`src/rtl/cpsc_pkg.sv`:
```
package cpsc_pkg;
   localparam logic [11:0] CPSC_DIVIDE_CONTROL_ADDR = 12'h000;
   localparam logic [11:0] CPSC_SLEEP_CONTROL_ADDR  = 12'h004;
   localparam int          CPSC_UNLOCK_BIT          = 7;
   localparam int          CPSC_SLEEP_GATE_BIT      = 0;
   localparam int          CPSC_SLEEP_KIND_LSB      = 1;
   localparam logic [3:0]  CPSC_DIV_RESET_UNPROG    = 4'h0;
   localparam logic [3:0]  CPSC_DIV_RESET_PROG      = 4'h3;
   localparam logic [3:0]  CPSC_DIV_MAX_CODE        = 4'h8;
   localparam logic [3:0]  CPSC_SLEEP_RESET         = 4'h0;
   localparam logic [2:0]  CPSC_UNLOCK_CYCLES       = 3'h4;
   localparam logic [2:0]  CPSC_WAKE_HALT_CYCLES    = 3'h4;
   localparam logic [7:0]  CPSC_STARTUP_CYCLES      = 8'h06;
   localparam logic [7:0]  CPSC_STANDBY_CYCLES      = 8'h06;
   localparam logic [2:0]  CPSC_KIND_IDLE           = 3'h0;
   localparam logic [2:0]  CPSC_KIND_ADC_NR         = 3'h1;
   localparam logic [2:0]  CPSC_KIND_POWER_DOWN     = 3'h2;
   localparam logic [2:0]  CPSC_KIND_POWER_SAVE     = 3'h3;
   localparam logic [2:0]  CPSC_KIND_STANDBY        = 3'h6;

   typedef enum logic [1:0]
   {
      CPSC_RUN   = 2'b00,
      CPSC_SLEEP = 2'b01,
      CPSC_WAKE  = 2'b10,
      CPSC_HALT  = 2'b11
   } cpsc_state_e;
endpackage

```
`src/rtl/cpsc_clock_control.sv`:
```
`timescale 1ns/1ps
`default_nettype none
module cpsc_clock_control
(
   input  wire logic        clk_in,
   input  wire logic        rst_n_in,
   input  wire logic        clk_en_in,
   input  wire logic        divide_by_eight_fuse_in,
   input  wire logic        psel_in,
   input  wire logic        penable_in,
   input  wire logic        pwrite_in,
   input  wire logic [11:0] paddr_in,
   input  wire logic [31:0] pwdata_in,
   output logic      [31:0] prdata_out,
   output logic             pready_out,
   output logic             pslverr_out,
   input  wire logic        sleep_instr_in,
   input  wire logic        ext_irq_in,
   input  wire logic        int_irq_in,
   input  wire logic        adc_enable_in,
   input  wire logic        sys_reset_in,
   output logic             clk_cpu_en_out,
   output logic             clk_flash_en_out,
   output logic             clk_io_en_out,
   output logic             clk_adc_en_out,
   output logic             osc_enable_out,
   output logic             adc_start_out,
   output logic             cpu_halted_out,
   output logic             reset_vector_out
);
   import cpsc_pkg::*;

   logic [3:0]  divide_select_reg;
   logic [3:0]  active_select_reg;
   logic [3:0]  pending_select_reg;
   logic        pending_reg;
   logic [1:0]  switch_edges_reg;
   logic        unlock_reg;
   logic [2:0]  unlock_cnt_reg;
   logic [3:0]  sleep_control_reg;
   logic [7:0]  div_count_reg;
   logic        div_tick;
   logic        fuse_load_reg;
   cpsc_state_e state_reg;
   logic [2:0]  sleep_kind_reg;
   logic [7:0]  wait_cnt_reg;
   logic        wr_access;
   logic        rd_access;
   logic        hit_div;
   logic        hit_sleep;
   logic        lower_zero;
   logic        unlock_write;
   logic        code_write;
   logic        sleep_legal;
   logic        sleep_entry;
   logic        wake_event;
   logic        in_sleep;
   logic        io_domain_on;
   logic        adc_domain_on;
   logic        osc_domain_on;
   logic [7:0]  startup_cycles;
   logic [7:0]  div_mask;
   logic [31:0] read_word;

   // Bus decode; each access completes in its first access cycle
   assign wr_access  = psel_in & penable_in & pwrite_in & clk_en_in;
   assign rd_access  = psel_in & ~penable_in & ~pwrite_in & clk_en_in;
   assign hit_div    = paddr_in == CPSC_DIVIDE_CONTROL_ADDR;
   assign hit_sleep  = paddr_in == CPSC_SLEEP_CONTROL_ADDR;
   assign lower_zero = pwdata_in[6:0] == 7'h00;

   // Divide register strobes; the unlock pattern must carry zeros in bits 6:0
   assign unlock_write = wr_access & hit_div & pwdata_in[CPSC_UNLOCK_BIT] & lower_zero;
   assign code_write   = wr_access & hit_div & ~pwdata_in[CPSC_UNLOCK_BIT];

   // Sleep entry decode; reserved mode codes never qualify
   assign sleep_legal = (sleep_control_reg[3:1] <= CPSC_KIND_POWER_SAVE) ||
                        (sleep_control_reg[3:1] == CPSC_KIND_STANDBY);
   assign sleep_entry = sleep_instr_in && sleep_control_reg[CPSC_SLEEP_GATE_BIT] && sleep_legal;

   // Wake sources; peripheral interrupts only reach a core whose ADC clock runs
   assign wake_event = ext_irq_in || (int_irq_in && sleep_kind_reg <= CPSC_KIND_ADC_NR);

   // Domains kept alive while asleep; the divided tick still gates the I/O and ADC clocks
   assign in_sleep      = state_reg == CPSC_SLEEP;
   assign io_domain_on  = !in_sleep || sleep_kind_reg == CPSC_KIND_IDLE;
   assign adc_domain_on = !in_sleep || sleep_kind_reg <= CPSC_KIND_ADC_NR;
   assign osc_domain_on = adc_domain_on || sleep_kind_reg == CPSC_KIND_STANDBY;

   // Restart time per mode; idle and noise reduction never stop the oscillator
   always_comb
   begin
      startup_cycles = CPSC_STARTUP_CYCLES;
      if (sleep_kind_reg == CPSC_KIND_STANDBY)
         startup_cycles = CPSC_STANDBY_CYCLES;
      else if (sleep_kind_reg <= CPSC_KIND_ADC_NR)
         startup_cycles = 8'h00;
   end

   // Mask of low count bits that must be zero for a tick; one bit per divider stage
   for (genvar i = 0; i < 8; i++)
   begin : g_mask
      assign div_mask[i] = active_select_reg > 4'(i);
   end

   // Divider counter: one tick per selected period; count never visible
   assign div_tick = (div_count_reg & div_mask) == 8'h00;

   always_ff @(posedge clk_in or negedge rst_n_in)
   begin
      if (!rst_n_in)
         div_count_reg <= 8'h00;
      else if (clk_en_in)
         div_count_reg <= div_count_reg + 8'h01;
   end

   // Fuse is sampled at the first edge after reset release, not in reset
   always_ff @(posedge clk_in or negedge rst_n_in)
   begin
      if (!rst_n_in)
         fuse_load_reg <= 1'b1;
      else if (clk_en_in)
         fuse_load_reg <= 1'b0;
   end

   // Unlock window: set only with bits 6:0 zero; rewrite neither extends nor clears
   always_ff @(posedge clk_in or negedge rst_n_in)
   begin
      if (!rst_n_in)
      begin
         unlock_reg     <= 1'b0;
         unlock_cnt_reg <= 3'h0;
      end
      else if (clk_en_in)
      begin
         if (unlock_write && !unlock_reg)
         begin
            unlock_reg     <= 1'b1;
            unlock_cnt_reg <= CPSC_UNLOCK_CYCLES;
         end
         else if (unlock_reg)
         begin
            if (code_write)
               unlock_reg <= 1'b0;
            else if (unlock_cnt_reg == 3'h1)
               unlock_reg <= 1'b0;
            unlock_cnt_reg <= unlock_cnt_reg - 3'h1;
         end
      end
   end

   // Divide select: fuse reset value, then unlocked writes only
   always_ff @(posedge clk_in or negedge rst_n_in)
   begin
      if (!rst_n_in)
         divide_select_reg <= CPSC_DIV_RESET_UNPROG;
      else if (clk_en_in)
      begin
         if (fuse_load_reg)
            divide_select_reg <= divide_by_eight_fuse_in ? CPSC_DIV_RESET_PROG : CPSC_DIV_RESET_UNPROG;
         else if (code_write && unlock_reg)
            divide_select_reg <= pwdata_in[3:0];
      end
   end

   // Switch only on old-period boundary, then after two new-ratio edges
   always_ff @(posedge clk_in or negedge rst_n_in)
   begin
      if (!rst_n_in)
      begin
         active_select_reg  <= CPSC_DIV_RESET_UNPROG;
         pending_select_reg <= CPSC_DIV_RESET_UNPROG;
         pending_reg        <= 1'b0;
         switch_edges_reg   <= 2'h0;
      end
      else if (clk_en_in)
      begin
         // A new request waits until the previous ratio has produced its two edges,
         // so back-to-back writes can never shorten a period below either ratio
         if (!pending_reg && switch_edges_reg == 2'h0 && pending_select_reg != divide_select_reg)
         begin
            pending_select_reg <= divide_select_reg;
            pending_reg        <= 1'b1;
         end
         else if (pending_reg && div_tick)
         begin
            // Reserved codes hold the clock at the slowest rate
            active_select_reg <= (pending_select_reg > CPSC_DIV_MAX_CODE) ? CPSC_DIV_MAX_CODE
                                                                          : pending_select_reg;
            pending_reg       <= 1'b0;
            switch_edges_reg  <= 2'h2;
         end
         else if (div_tick && switch_edges_reg != 2'h0)
            switch_edges_reg <= switch_edges_reg - 2'h1;
      end
   end

   // Sleep control register: gate bit and mode code
   always_ff @(posedge clk_in or negedge rst_n_in)
   begin
      if (!rst_n_in)
         sleep_control_reg <= CPSC_SLEEP_RESET;
      else if (clk_en_in && wr_access && hit_sleep)
         sleep_control_reg <= pwdata_in[3:0];
   end

   // Sleep sequencer; state is clocked by the undivided clock
   always_ff @(posedge clk_in or negedge rst_n_in)
   begin
      if (!rst_n_in)
      begin
         state_reg      <= CPSC_RUN;
         sleep_kind_reg <= CPSC_KIND_IDLE;
         wait_cnt_reg   <= 8'h00;
      end
      else if (clk_en_in)
      begin
         if (sys_reset_in)
            state_reg <= CPSC_RUN;
         else
         begin
            unique case (state_reg)
               CPSC_RUN:
               begin
                  sleep_kind_reg <= sleep_control_reg[3:1];
                  // Reserved codes fall through and the core keeps running
                  if (sleep_entry)
                     state_reg <= CPSC_SLEEP;
               end
               CPSC_SLEEP:
               begin
                  if (wake_event)
                  begin
                     state_reg    <= CPSC_WAKE;
                     wait_cnt_reg <= startup_cycles;
                  end
               end
               CPSC_WAKE:
               begin
                  if (wait_cnt_reg == 8'h00)
                  begin
                     state_reg    <= CPSC_HALT;
                     wait_cnt_reg <= {5'h00, CPSC_WAKE_HALT_CYCLES} - 8'h01;
                  end
                  else
                     wait_cnt_reg <= wait_cnt_reg - 8'h01;
               end
               CPSC_HALT:
               begin
                  if (wait_cnt_reg == 8'h00)
                     state_reg <= CPSC_RUN;
                  else
                     wait_cnt_reg <= wait_cnt_reg - 8'h01;
               end
            endcase
         end
      end
   end

   // Clock enables per domain; the divided tick gates the CPU, flash, I/O and ADC enables
   always_ff @(posedge clk_in or negedge rst_n_in)
   begin
      if (!rst_n_in)
      begin
         clk_cpu_en_out   <= 1'b0;
         clk_flash_en_out <= 1'b0;
         clk_io_en_out    <= 1'b0;
         clk_adc_en_out   <= 1'b0;
         osc_enable_out   <= 1'b1;
         cpu_halted_out   <= 1'b0;
      end
      else if (clk_en_in)
      begin
         clk_cpu_en_out   <= div_tick & (state_reg == CPSC_RUN);
         clk_flash_en_out <= div_tick & (state_reg == CPSC_RUN);
         clk_io_en_out    <= div_tick & io_domain_on;
         clk_adc_en_out   <= div_tick & adc_domain_on;
         osc_enable_out   <= osc_domain_on;
         cpu_halted_out   <= state_reg != CPSC_RUN;
      end
   end

   // One-cycle pulses: ADC start on idle or noise entry, reset vector on reset in sleep
   always_ff @(posedge clk_in or negedge rst_n_in)
   begin
      if (!rst_n_in)
      begin
         adc_start_out    <= 1'b0;
         reset_vector_out <= 1'b0;
      end
      else if (clk_en_in)
      begin
         adc_start_out    <= adc_enable_in && state_reg == CPSC_RUN && !sys_reset_in && sleep_entry &&
                             sleep_control_reg[3:1] <= CPSC_KIND_ADC_NR;
         reset_vector_out <= sys_reset_in && state_reg != CPSC_RUN;
      end
   end

   // Read mux; unused divide bits and unmapped space read zero
   always_comb
   begin
      read_word = 32'h0000_0000;
      if (hit_div)
         read_word = {24'h00_0000, unlock_reg, 3'h0, divide_select_reg};
      else if (hit_sleep)
         read_word = {28'h000_0000, sleep_control_reg};
   end

   // APB answer; unmapped addresses read zero and flag an error
   always_ff @(posedge clk_in or negedge rst_n_in)
   begin
      if (!rst_n_in)
      begin
         prdata_out  <= 32'h0000_0000;
         pready_out  <= 1'b0;
         pslverr_out <= 1'b0;
      end
      else if (clk_en_in)
      begin
         pready_out  <= psel_in & ~penable_in;
         pslverr_out <= psel_in & ~penable_in & ~hit_div & ~hit_sleep;
         if (rd_access)
            prdata_out <= read_word;
      end
   end
endmodule
`default_nettype wire

```
`config.mk`:
```
export PLATFORM = sky130hd
export DESIGN_NAME = cpsc_clock_control
export DESIGN_NICKNAME = d
export VERILOG_FILES = /design/src/rtl/cpsc_pkg.sv /design/src/rtl/cpsc_clock_control.sv
export SDC_FILE = /design/constraint.sdc
export NUM_CORES = 1
export LEC_CHECK = 0
export ABC_CLOCK_PERIOD_IN_PS = 3300
export BUFFER_PORTS_ARGS = -buffer_cell sky130_fd_sc_hd__buf_2
export CORE_AREA = 4 4 97 99
export CTS_CLUSTER_SIZE = 16
export DETAILED_ROUTE_END_ITERATION = 8
export DIE_AREA = 0 0 101 103
export PLACE_DENSITY = 0.69
export SETUP_SLACK_MARGIN = 0.15
export SLEW_MARGIN = 20
export SYNTH_ARGS = -nofsm -noshare
export SYNTH_HDL_FRONTEND = slang
export SYNTH_SLANG_ARGS = --single-unit
```
`constraint.sdc`:
```
create_clock -name clk_in -period 3.3 [get_ports clk_in]
set_input_delay 0.33 -clock clk_in [delete_from_list [all_inputs] [get_ports clk_in]]
set_output_delay 0.33 -clock clk_in [all_outputs]
set_load 0.1 [all_outputs]
```
# Word level (Yosys, flattened, before mapping)
# Cells that the tools add are included.
# totals
regBits	86
in_bits	56
out_inout_bits	42
# classes
n_addsub	4
n_lt_le_gt_ge	12
eq_ne	14
mux	28
n_bitwise	23
n_reduce_logical	49
# ops
op	count
$mux W8	5
$pmux W8 S3	1
$gt A4 B3 Y1 const B	4
$logic_and A1 B1 Y1	16
$logic_not A8 Y1	2
$mux W2	8
$mux W4	4
$and A1 B1 Y1	15
$eq A12 B3 Y1 const B	1
$logic_not A12 Y1	1
$ne A3 B3 Y1 const B	4
$reduce_bool A2 Y1	6
$reduce_and A2 Y1	5
$reduce_and A5 Y1	2
$mux W3	3
$reduce_and A3 Y1	3
$add A8 B1 Y8 const B	1
$and A8 B8 Y8	1
$gt A4 B1 Y1 const B	2
$gt A4 B2 Y1 const B	2
$pmux W2 S4	1
$sub A8 B1 Y8 const B	1
$logic_not A7 Y1	1
$not A1 Y1	7
17 further kinds	34

# Longest topological paths before layout
# Gate-level depths: netlist of run 1.
# depth
word_depth	9
ltp_mapped	6
depth_no_buf	6

# Least setup slack after synthesis of run 1
# Ideal clock, no wire load.
# synth_timing
path_kind	flip-flop to flip-flop
start	register wait_cnt_reg[0]
end	register wait_cnt_reg[4]
arrival_time_ns	1.691
required_ns	3.178
slack_ns	1.487
path_stages_with_launch	7
path_buffers	0
synth_period_minus_slack_ns	1.813
path_cell_list	dfrtp_1 inv_1 ha_1 nor3b_1 and2_1 nor3_2 a32o_1
# synth_via
elab_chain_cells	3
elab_cells_between_ends	7
# synth_rtl
element	line_no	text
start: declaration	cpsc_clock_control.sv:46	logic [7:0] wait_cnt_reg;
start signal: assignment	cpsc_clock_control.sv:235	wait_cnt_reg <= startup_cycles;
start signal: assignment	cpsc_clock_control.sv:243	wait_cnt_reg <= {5'h00, CPSC_WAKE_HALT_CYCLES} - 8'h01;
start signal: assignment	cpsc_clock_control.sv:246	wait_cnt_reg <= wait_cnt_reg - 8'h01;
$sub A8 B1 Y8 or $logic_not A8 Y1 (tied branches)	-	
$mux W8 (tied with other cells)	cpsc_clock_control.sv:250	if (wait_cnt_reg == 8'h00)
$pmux W8 S3 or $reduce_and A5 Y1 (tied branches)	-	
# Several ways; a longest one is shown, not always the timed one. The select of a mux whose other input is x is not followed.
# A chain may end at the register's enable or synchronous reset.

# Worst setup path in the final report of run 1
# Same ends and word-level chain as after synthesis.

==> results of run 1 <==
[worst max-delay path, cell delays in order, from the launching register on]
cell     delay, ns
dfrtp_1       0.43
inv_1         0.10
ha_1          0.15
nor3b_1       0.66
and2_1        0.30
nor3_2        0.10
a32o_1        0.28
[through the flow]
| stage | instances | setup WS (ns) | total power, mW |
|---|---|---|---|
| floorplan | 354 | 1.49 | 1.39 |
| global placement | 475 | 1.21 | 1.46 |
| detailed placement | 475 | 1.19 | 1.48 |
| CTS | 491 | 1.18 | 2.34 |
| global route | 491 | 0.961 | 2.43 |
| finish | 491 | 1.16 | 2.32 |
[power by group]
group	leakage [nW]	switching (mW)	internal, mW
Clock	0.128	0.279	0.578
Sequential	0.757	0.0864	0.800
Combinational	0.937	0.430	0.143
Total	1.82	0.796	1.52
[cell type report]
type                    count  area (µm²)
flip-flops and latches     59        1480
inverters                  18        67.6
clock inverters             5         125
fillers                   841        4690
well taps                 108         135
repair buffers             48         245
multi-input cells         242        1680
clock buffers              11         131
[worst min path at each step]
stage	start	to	slack [ns]
after global routing	rst_n_in	wait_cnt_reg[1]	0.18
after detailed placement	unlock_cnt_reg[1]	unlock_cnt_reg[1]	0.47
final	rst_n_in	wait_cnt_reg[1]	0.12
after global placement	unlock_cnt_reg[1]	unlock_cnt_reg[1]	0.46
after floorplan	rst_n_in	active_select_reg[0]	0.03
after CTS	rst_n_in	wait_cnt_reg[1]	0.14
[routing by layer]
layer / track usage [%] / vias to the layer above
met5: 0 / -
met4: 3.48 / 0
met3: 4.60 / 4
met2: 24.5 / 65
met1: 18.6 / 1231
li1: - / 1240
[Yosys cell counts (all sizes together) (5+ instances only)]
library cell,n,share of area [%]
dfrtp,57,42
buf,31,6.9
nand2,23,2.6
inv,18,2.0
nor2,16,1.8
mux2,15,5.0
o21ai,15,2.3
ha,11,4.1
a21oi,10,1.6
nor3,9,1.6
nor4,8,2.4
xnor2,8,2.1
mux2i,7,2.1
a22o,6,1.6
a32o,6,1.8
nand3,6,0.89
nand4,6,1.1
nor3b,6,1.3
and3,5,0.96
[cell families after synthesis]
group	Yosys count	share of synthesized area, %
compound gates	70	15.6
xor+xnor	11	2.85
fa+ha+maj	11	4.08
buf+inv	53	9.30
flops	59	43.8
mux	22	7.08
other cells	1	0.111
simple gates	101	17.2
==> run metrics, run 1 <==
ys async rst share=100%; fin crit share=64.7%; Routed WL per cell=14.5 µm; hold_buf cts=0; first-pass GRT wire length=12.0 mm; # H-tree levels=3; Core Box Area=8550 µm²; syn avg cell area=10.3 µm²; cell leakage power=1.82 nW; Area Overhead vs Synth=14.4%; die footprint=10400 µm²; clock sinks=59; Clock Latency Late Sink=0.33 ns; MaxCap Viol Count=0; status=finished clean; final core occ=45.2%; WP data required=3.52 ns; Post-Synthesis Cell Area=3380 µm²; Post-Synthesis Cells=328; Post-DP HPWL=5.33 mm; design area=3860 µm²; crit path DAT=2.36 ns; Unique masters post-synth=59; DRC violations left=0; met2 WL=3.42 mm; initial antenna violation count=0; Clock Tree Buf Depth=2; Antenna Diode Count=0; Crit. End Element=flop; largest net degree at the start of global routing=41; end of the worst register-to-register path=wait_cnt_reg[4]; Clock transition at path regs=0.07 ns; flops & latches, synth=59; Root Buffer=clkbuf_8; total congestion overflow=0; Port Buffers=46; HP Class=input pin to asynchronous set/reset pin; final wirelength=7.10 mm; Pre-Repair DR Iteration Count=4; Setup crit end=wait_cnt_reg[4]; final antenna-violating net count=0; routed via count divided by cell count=5.17; met1 WL=3.23 mm; commonest non-fill, non-tap cell in the layout=dfrtp_1; die height=103 µm; Worst Reg-to-Reg Cells=6; Highest Signal Layer=met4; Main synth FF type=dfrtp_1; actual slew at the worst max-slew pin=0.894 ns; Layout Nets=445; CP Class=flop to flop; layout cell share with drive strength beyond 1=23.2%; crit path from=wait_cnt_reg[0]; Max Clock Skew=0.00639 ns; RD Place Congestion=0.819; RSZ-0062 raised after global routing=no; I/O pin cnt=98; row cnt=34; power per standard cell area=600 nW/µm²; Peak supply drop=0.253 mV; Period minus WS final=2.14 ns; highest clock rate=468 MHz; CTS tree=yes; CTS Buf Count=9; Final Setup Violations=0; Final Max Slew Viols=0; Max-slew headroom=40.4%; FF-to-FF Start=wait_cnt_reg[0]; CP max FO=7; initial detailed-routing violation count=119; Initial Utilization=39.5%; Area after DPL=3610 µm²; met3 routed WL=406 µm; Yosys warnings=0; die width=101 µm; number of synthesized flops with an enable pin=0; GR Util All Layers=14.6%; post-synthesis sequential area ratio=43.8%; PostCTS Resize Cnt=0; routed via count=2540; most frequent cells in the layout=dfrtp_1 (57), buf_2 (46), conb_1 (27); Setup TNS=0 ns; vias in the first global route=2535; postcts setup bufs=0; r2r setup slk=1.16 ns; Worst Setup Start Kind=flop; final hold violation count=0; Min Hold Slack=0.122 ns
No activity file was read; power rests on OpenSTA's default activity.
==> run 2, diff against run 1 <==
- ABC_AREA: not set -> 1
- ABC_CLOCK_PERIOD_IN_PS: 3300 -> 1810
- CORE_AREA: 4 4 97 99 -> 4 4 98 100
- DIE_AREA: 0 0 101 103 -> 0 0 102 104
- PLACE_DENSITY: 0.69 -> 0.7
- clock period: 3.3 -> 1.81 ns (I/O delays scaled with it)
==> run metrics, run 2 <==
status=finished clean; synth top area cells=dfrtp_1 (42%), nand2_1 (13%), buf_4 (6.4%), inv_1 (5.2%), nor2_1 (5.1%); final cell count without fillers=603 (+23%); Area Overhead vs Synth=15.8%; CP Buf/Inv Count=2 (+1); row cnt=34 (unchanged); crit path DAT=1.77 ns (-0.59 ns); hold path cells=2; Synth top area share=41.9% (-0.34 points); Worst path top cell family by delay=simple AND/OR/NAND/NOR gates; cell leakage power=2.05 nW (+13%); number of synthesized flops with an enable pin=0 (unchanged); Root Buffer=clkbuf_8; Yosys warnings=0 (unchanged); final antenna-violating net count=0 (unchanged); Slowest cell on crit path=dfrtp_1; Layout Nets=557 (+25%); commonest non-fill, non-tap cell in the layout=nand2_1; leading cell type by number of instances after synthesis=nand2_1; syn avg cell area=7.94 µm² (-23%); Core Box Area=8680 µm² (+1.5%); WP data required=2.04 ns (-1.48 ns); Main synth FF type=dfrtp_1; routed via count divided by cell count=4.71 (-8.9%); GR Util All Layers=14.3% (-0.28 points); vias in the first global route=2628 (+3.7%); DRC violations left=0 (unchanged); final core occ=45.4% (+0.24 points); post-synthesis sequential area ratio=43.4% (-0.35 points); Clock Latency Late Sink=0.34 ns (about the same); Worst Setup Start Kind=flop; fin crit share=85.0% (+20 points); final hold violation count=0 (unchanged); Synth area leader=dfrtp_1; critical path cell sequence=inv_1 -> ha_1 -> nor3b_2 -> nand3_1 -> nand2_4 -> inv_4 -> nor2_1 -> a21oi_1; # H-tree levels=3 (unchanged); I/O pin cnt=98 (unchanged); layout cell share with drive strength beyond 1=19.6% (-3.6 points); Post-Synthesis Cells=429 (+31%); Unique masters post-synth=38 (-36%); highest clock rate=650 MHz (+39%); Final Setup Violations=0 (unchanged); routed via count=2841 (+12%); Setup TNS=0 ns (unchanged); Commonest cells post-synth=nand2_1 (118), dfrtp_1 (57), inv_1 (47), nor2_1 (46), buf_4 (29); total congestion overflow=0 (unchanged); CTS tree=yes; CP max stage delay=0.38 ns (-0.28 ns); Post-Synthesis Cell Area=3400 µm² (+0.82%); HP Class=input pin to flop; Routed WL per cell=11.8 µm (-18%); Period minus WS final=1.54 ns (-0.598 ns); Post-DP HPWL=5.32 mm (-0.24%); Initial Utilization=39.2% (-0.26 points); flops & latches, synth=59 (unchanged); first-pass GRT wire length=12.2 mm (+1.2%); RSZ-0062 raised after global routing=yes; Max Clock Skew=0.00667 ns (+0.000283 ns); initial antenna violation count=0 (unchanged); CP max FO=8 (+1); Worst Reg-to-Reg Cells=8 (+2); final wirelength=7.12 mm (+0.25%); largest net degree at the start of global routing=60 (+46%); Final Max Slew Viols=0 (unchanged); CTS Buf Count=9 (unchanged); RD Place Congestion=0.854 (+4.2%); clock sinks=59 (unchanged); instance count on the critical path=8 (+2); placed cell count=583 (+23%); most frequent cells in the layout=nand2_1 (118), dfrtp_1 (57), buf_2 (46); ys async rst share=100% (unchanged); die height=104 µm (+0.97%); Antenna Diode Count=0 (unchanged); Clock transition at path regs=0.08 ns (about the same); power per standard cell area=1210 nW/µm² (+100%); die width=102 µm (+0.99%); Clock Tree Buf Depth=2 (unchanged); MaxCap Viol Count=0 (unchanged); initial detailed-routing violation count=156 (+31%); Crit. End Element=flop; Pre-Repair DR Iteration Count=4 (unchanged); die footprint=10600 µm² (+2.0%); r2r setup slk=0.27 ns (-0.89 ns); Port Buffers=46 (unchanged); Min Hold Slack=0.0905 ns (-0.0318 ns); Peak supply drop=0.590 mV (+130%); CP Class=flop to flop
[run 2: cell types whose count changed in the layout (fill, tap and decap cells not counted), moves of 7 or more]
cell and delta:
nor2_1 +27, inv_1 +27, nand2_1 +95, nand3_1 +21, o21ai_0 +13, mux2i_1 -7
mux2_2 -10
[run 2: per-stage QoR]
step           setup WS (ns)  power, mW  cell area, µm²
2_1_floorplan          0.289       3.32            3500
3_3_place_gp           0.194       3.56            3690
3_5_place_dp           0.181       3.61            3690
4_1_cts                0.155       4.85            3900
5_1_grt               0.0860       5.14            3940
6_report               0.272       4.79            3940
[run 2: cells by family (layout without fill, tap and decap cells)]
| kind of cell | count (synthesis) | count (layout) | share of synthesized area [%] |
|---|---|---|---|
| AOI/OAI and AO/OA | 46 | 46 | 7.94 |
| xor gates and xnor gates | 14 | 14 | 3.60 |
| adders and majority gates | 11 | 11 | 4.04 |
| buffers and inverters | 81 | 121 | 12.2 |
| DFF | 59 | 59 | 43.4 |
| muxes | 1 | 1 | 0.331 |
| other | 1 | 27 | 0.110 |
| and+or+nand+nor | 216 | 216 | 28.4 |
[run 2: final cells by class]
cell class	instances	area (µm²)
clock buffers	9	124
well taps	108	135
clock inverters	7	76.3
repair buffers	55	313
fillers	882	4730
inverters	50	190
multi-input cells	315	1630
flip-flops and latches	59	1480
[run 2: report_power, final]
part	total [mW]	internal, mW	switching [mW]	leakage [nW]
clock	1.23	0.644	0.583	0.0962
sequential	1.88	1.62	0.255	0.744
combinational	1.69	0.440	1.25	1.21
total	4.79	2.71	2.08	2.05
[run 2: what timing repair did]
item,CTS,global route
hold buffers,1,0
endpoints found under the setup margin,0,11
buffers inserted,0,3
gates resized for setup,0,10
endpoints found under the hold margin,57,0
[run 2: path summary, 6_finish.rpt]
kind / startpoint / end
hold / removal: clk_en_in / fuse_load_reg
setup / recovery: wait_cnt_reg[0] / wait_cnt_reg[2]
setup reg to reg: wait_cnt_reg[0] / wait_cnt_reg[2]
max in group asynchronous: rst_n_in / osc_enable_out
min in group asynchronous: rst_n_in / wait_cnt_reg[1]
hold reg to reg: div_count_reg[7] / div_count_reg[7]
[run 2: metal layers]
metal,GRT usage (%),part of all wire [%],vias up
li1,-,-,1427
met1,19.0,45,1304
met2,21.8,46,101
met3,3.49,6.8,9
met4,6.84,1.7,0
met5,0,0,-
==> run 3, diff against run 2 <==
- ABC_CLOCK_PERIOD_IN_PS: 1810 -> 1410
- clock period: 1.81 -> 1.41 ns (I/O delays scaled with it)
==> run metrics, run 3 (synthesis gave the netlist of run 2 again) <==
clock sinks=59 (unchanged); cell leakage power=2.30 nW (+12%); RD Place Congestion=0.796 (-6.7%); final cell count without fillers=642 (+6.5%); routed via count=2987 (+5.1%); layout cell share with drive strength beyond 1=33.5% (+14 points); die footprint=10600 µm² (unchanged); Pre-Repair DR Iteration Count=4 (unchanged); Clock Latency Late Sink=0.35 ns (about the same); total congestion overflow=0 (unchanged); RSZ-0062 raised after global routing=yes; Internal Power=3.98 mW (+47%); most frequent cells in the layout=nand2_1 (107), dfrtp_1 (55), buf_4 (53); WP data required=1.68 ns (-0.36 ns); initial detailed-routing violation count=136 (-13%); die height=104 µm (unchanged); Combinational Power Share=43.0% (+7.8 points); CTS tree=yes; first-pass GRT wire length=13.0 mm (+6.7%); MaxCap Viol Count=0 (unchanged); largest net degree at the start of global routing=60 (unchanged); Routed WL per cell=12.2 µm (+3.2%); Post-DP HPWL=5.65 mm (+6.1%); # H-tree levels=3 (unchanged); I/O pin cnt=98 (unchanged); routed via count divided by cell count=4.65 (-1.2%); Period minus WS final=1.49 ns (-0.0527 ns); Initial Utilization=39.2% (unchanged); Layout Nets=596 (+7.0%); Area Overhead vs Synth=32.6%; final wirelength=7.82 mm (+9.9%); Port Buffers=46 (unchanged); commonest non-fill, non-tap cell in the layout=nand2_1; Core Box Area=8680 µm² (unchanged); Final Max Slew Viols=0 (unchanged); Antenna Diode Count=0 (unchanged); die width=102 µm (unchanged); failing checks=negative setup slack; worst slack at placement=-0.0970 ns (-0.278 ns); Final Worst Setup Slack=-0.0753 ns (-0.347 ns); placed cell count=611 (+4.8%); row cnt=34 (unchanged); Power Total=6.95 mW (+45%); highest clock rate=673 MHz (+3.5%); Net Switching=2.97 mW (+43%); CP Class=flop to flop; Area after DPL=3970 µm² (+7.5%); Reg power frac=34.5% (-4.7 points); GR Util All Layers=15.0% (+0.71 points); status=finished with violations; Clock Tree Buf Depth=2 (unchanged); final core occ=52.0% (+6.6 points); CTS Buf Count=9 (unchanged); Min Hold Slack=0.0855 ns (-0.00497 ns); final hold violation count=0 (unchanged); Sw Ratio=42.7% (-0.78 points); Final Setup Violations=13 (+13); fin crit share=105% (+20 points); final antenna-violating net count=0 (unchanged); design area=4510 µm² (+14%); CP max FO=8 (unchanged); Root Buffer=clkbuf_8; initial antenna violation count=0 (unchanged); vias in the first global route=2954 (+12%); HP Class=input pin to flop; Peak supply drop=0.812 mV (+38%); Crit. End Element=flop; Worst Setup Start Kind=flop; DRC violations left=0 (unchanged); proportion of power drawn by the clock network=22.5% (-3.1 points); Max Clock Skew=0.0146 ns (+0.00793 ns); Clock transition at path regs=0.08 ns (about the same); power per standard cell area=1540 nW/µm² (+27%); crit path DAT=1.76 ns (about the same); Setup TNS=-0.501 ns (-0.501 ns)
run 3: power groups by stage:
stage	Combinational, mW	Clock, mW	Sequential [mW]
after global routing	3.26	1.68	2.44
after floorplan	1.45	0	2.82
after detailed placement	2.37	0	2.42
after global placement	2.30	0	2.40
after CTS	2.70	1.60	2.40
final	2.99	1.57	2.40
run 3: worst max-delay path, cell delays in order, from the launching register on:
cell and delay (ns):
dfrtp_1 0.41, inv_2 0.08, ha_4 0.17, inv_4 0.06, nand2_4 0.05, a31oi_4 0.23, nand2_4 0.16, inv_6 0.11
nor2_4 0.03, a21oi_2 0.10
run 3: path summary, 6_finish.rpt:
check	from	to	slack, ns	depth (start not counted)
max reg2reg	state_reg[0]	wait_cnt_reg[1]	-0.08	9
min reg2reg	switch_edges_reg[1]	switch_edges_reg[1]	0.47	2
min	pwdata_in[2]	divide_select_reg[2]	0.09	3
max	state_reg[0]	wait_cnt_reg[1]	-0.08	9
min in group asynchronous	rst_n_in	wait_cnt_reg[0]	0.32	3
max in group asynchronous	rst_n_in	osc_enable_out	0.77	3
run 3: repair_timing:
| action | in CTS | in global routing |
|---|---|---|
| hold buffers | 1 | 0 |
| buffers inserted | 8 | 6 |
| pin swaps | 16 | 14 |
| hold endpoints to repair | 57 | 0 |
| setup endpoints to repair | 44 | 35 |
| resized for setup | 51 | 28 |
run 3: area by class of cell:
type | instances | area, µm²
Clock buffer | 9 | 124
Clock inverter | 7 | 76.3
Fill cell | 777 | 4160
Inverter | 50 | 195
Multi-Input combinational cell | 315 | 1810
Sequential cell | 59 | 1480
Tap cell | 108 | 135
Timing Repair Buffer | 94 | 691
run 3: layer usage:
layer / share of wire (%) / wire (µm) / vias to the layer above / GRT usage (%)
li1: - / - / 1513 / -
met1: 47 / 3640 / 1388 / 20.3
met2: 47 / 3650 / 75 / 23.4
met3: 5.4 / 426 / 11 / 3.82
met4: 1.3 / 101 / 0 / 5.06
met5: 0 / 0 / - / 0
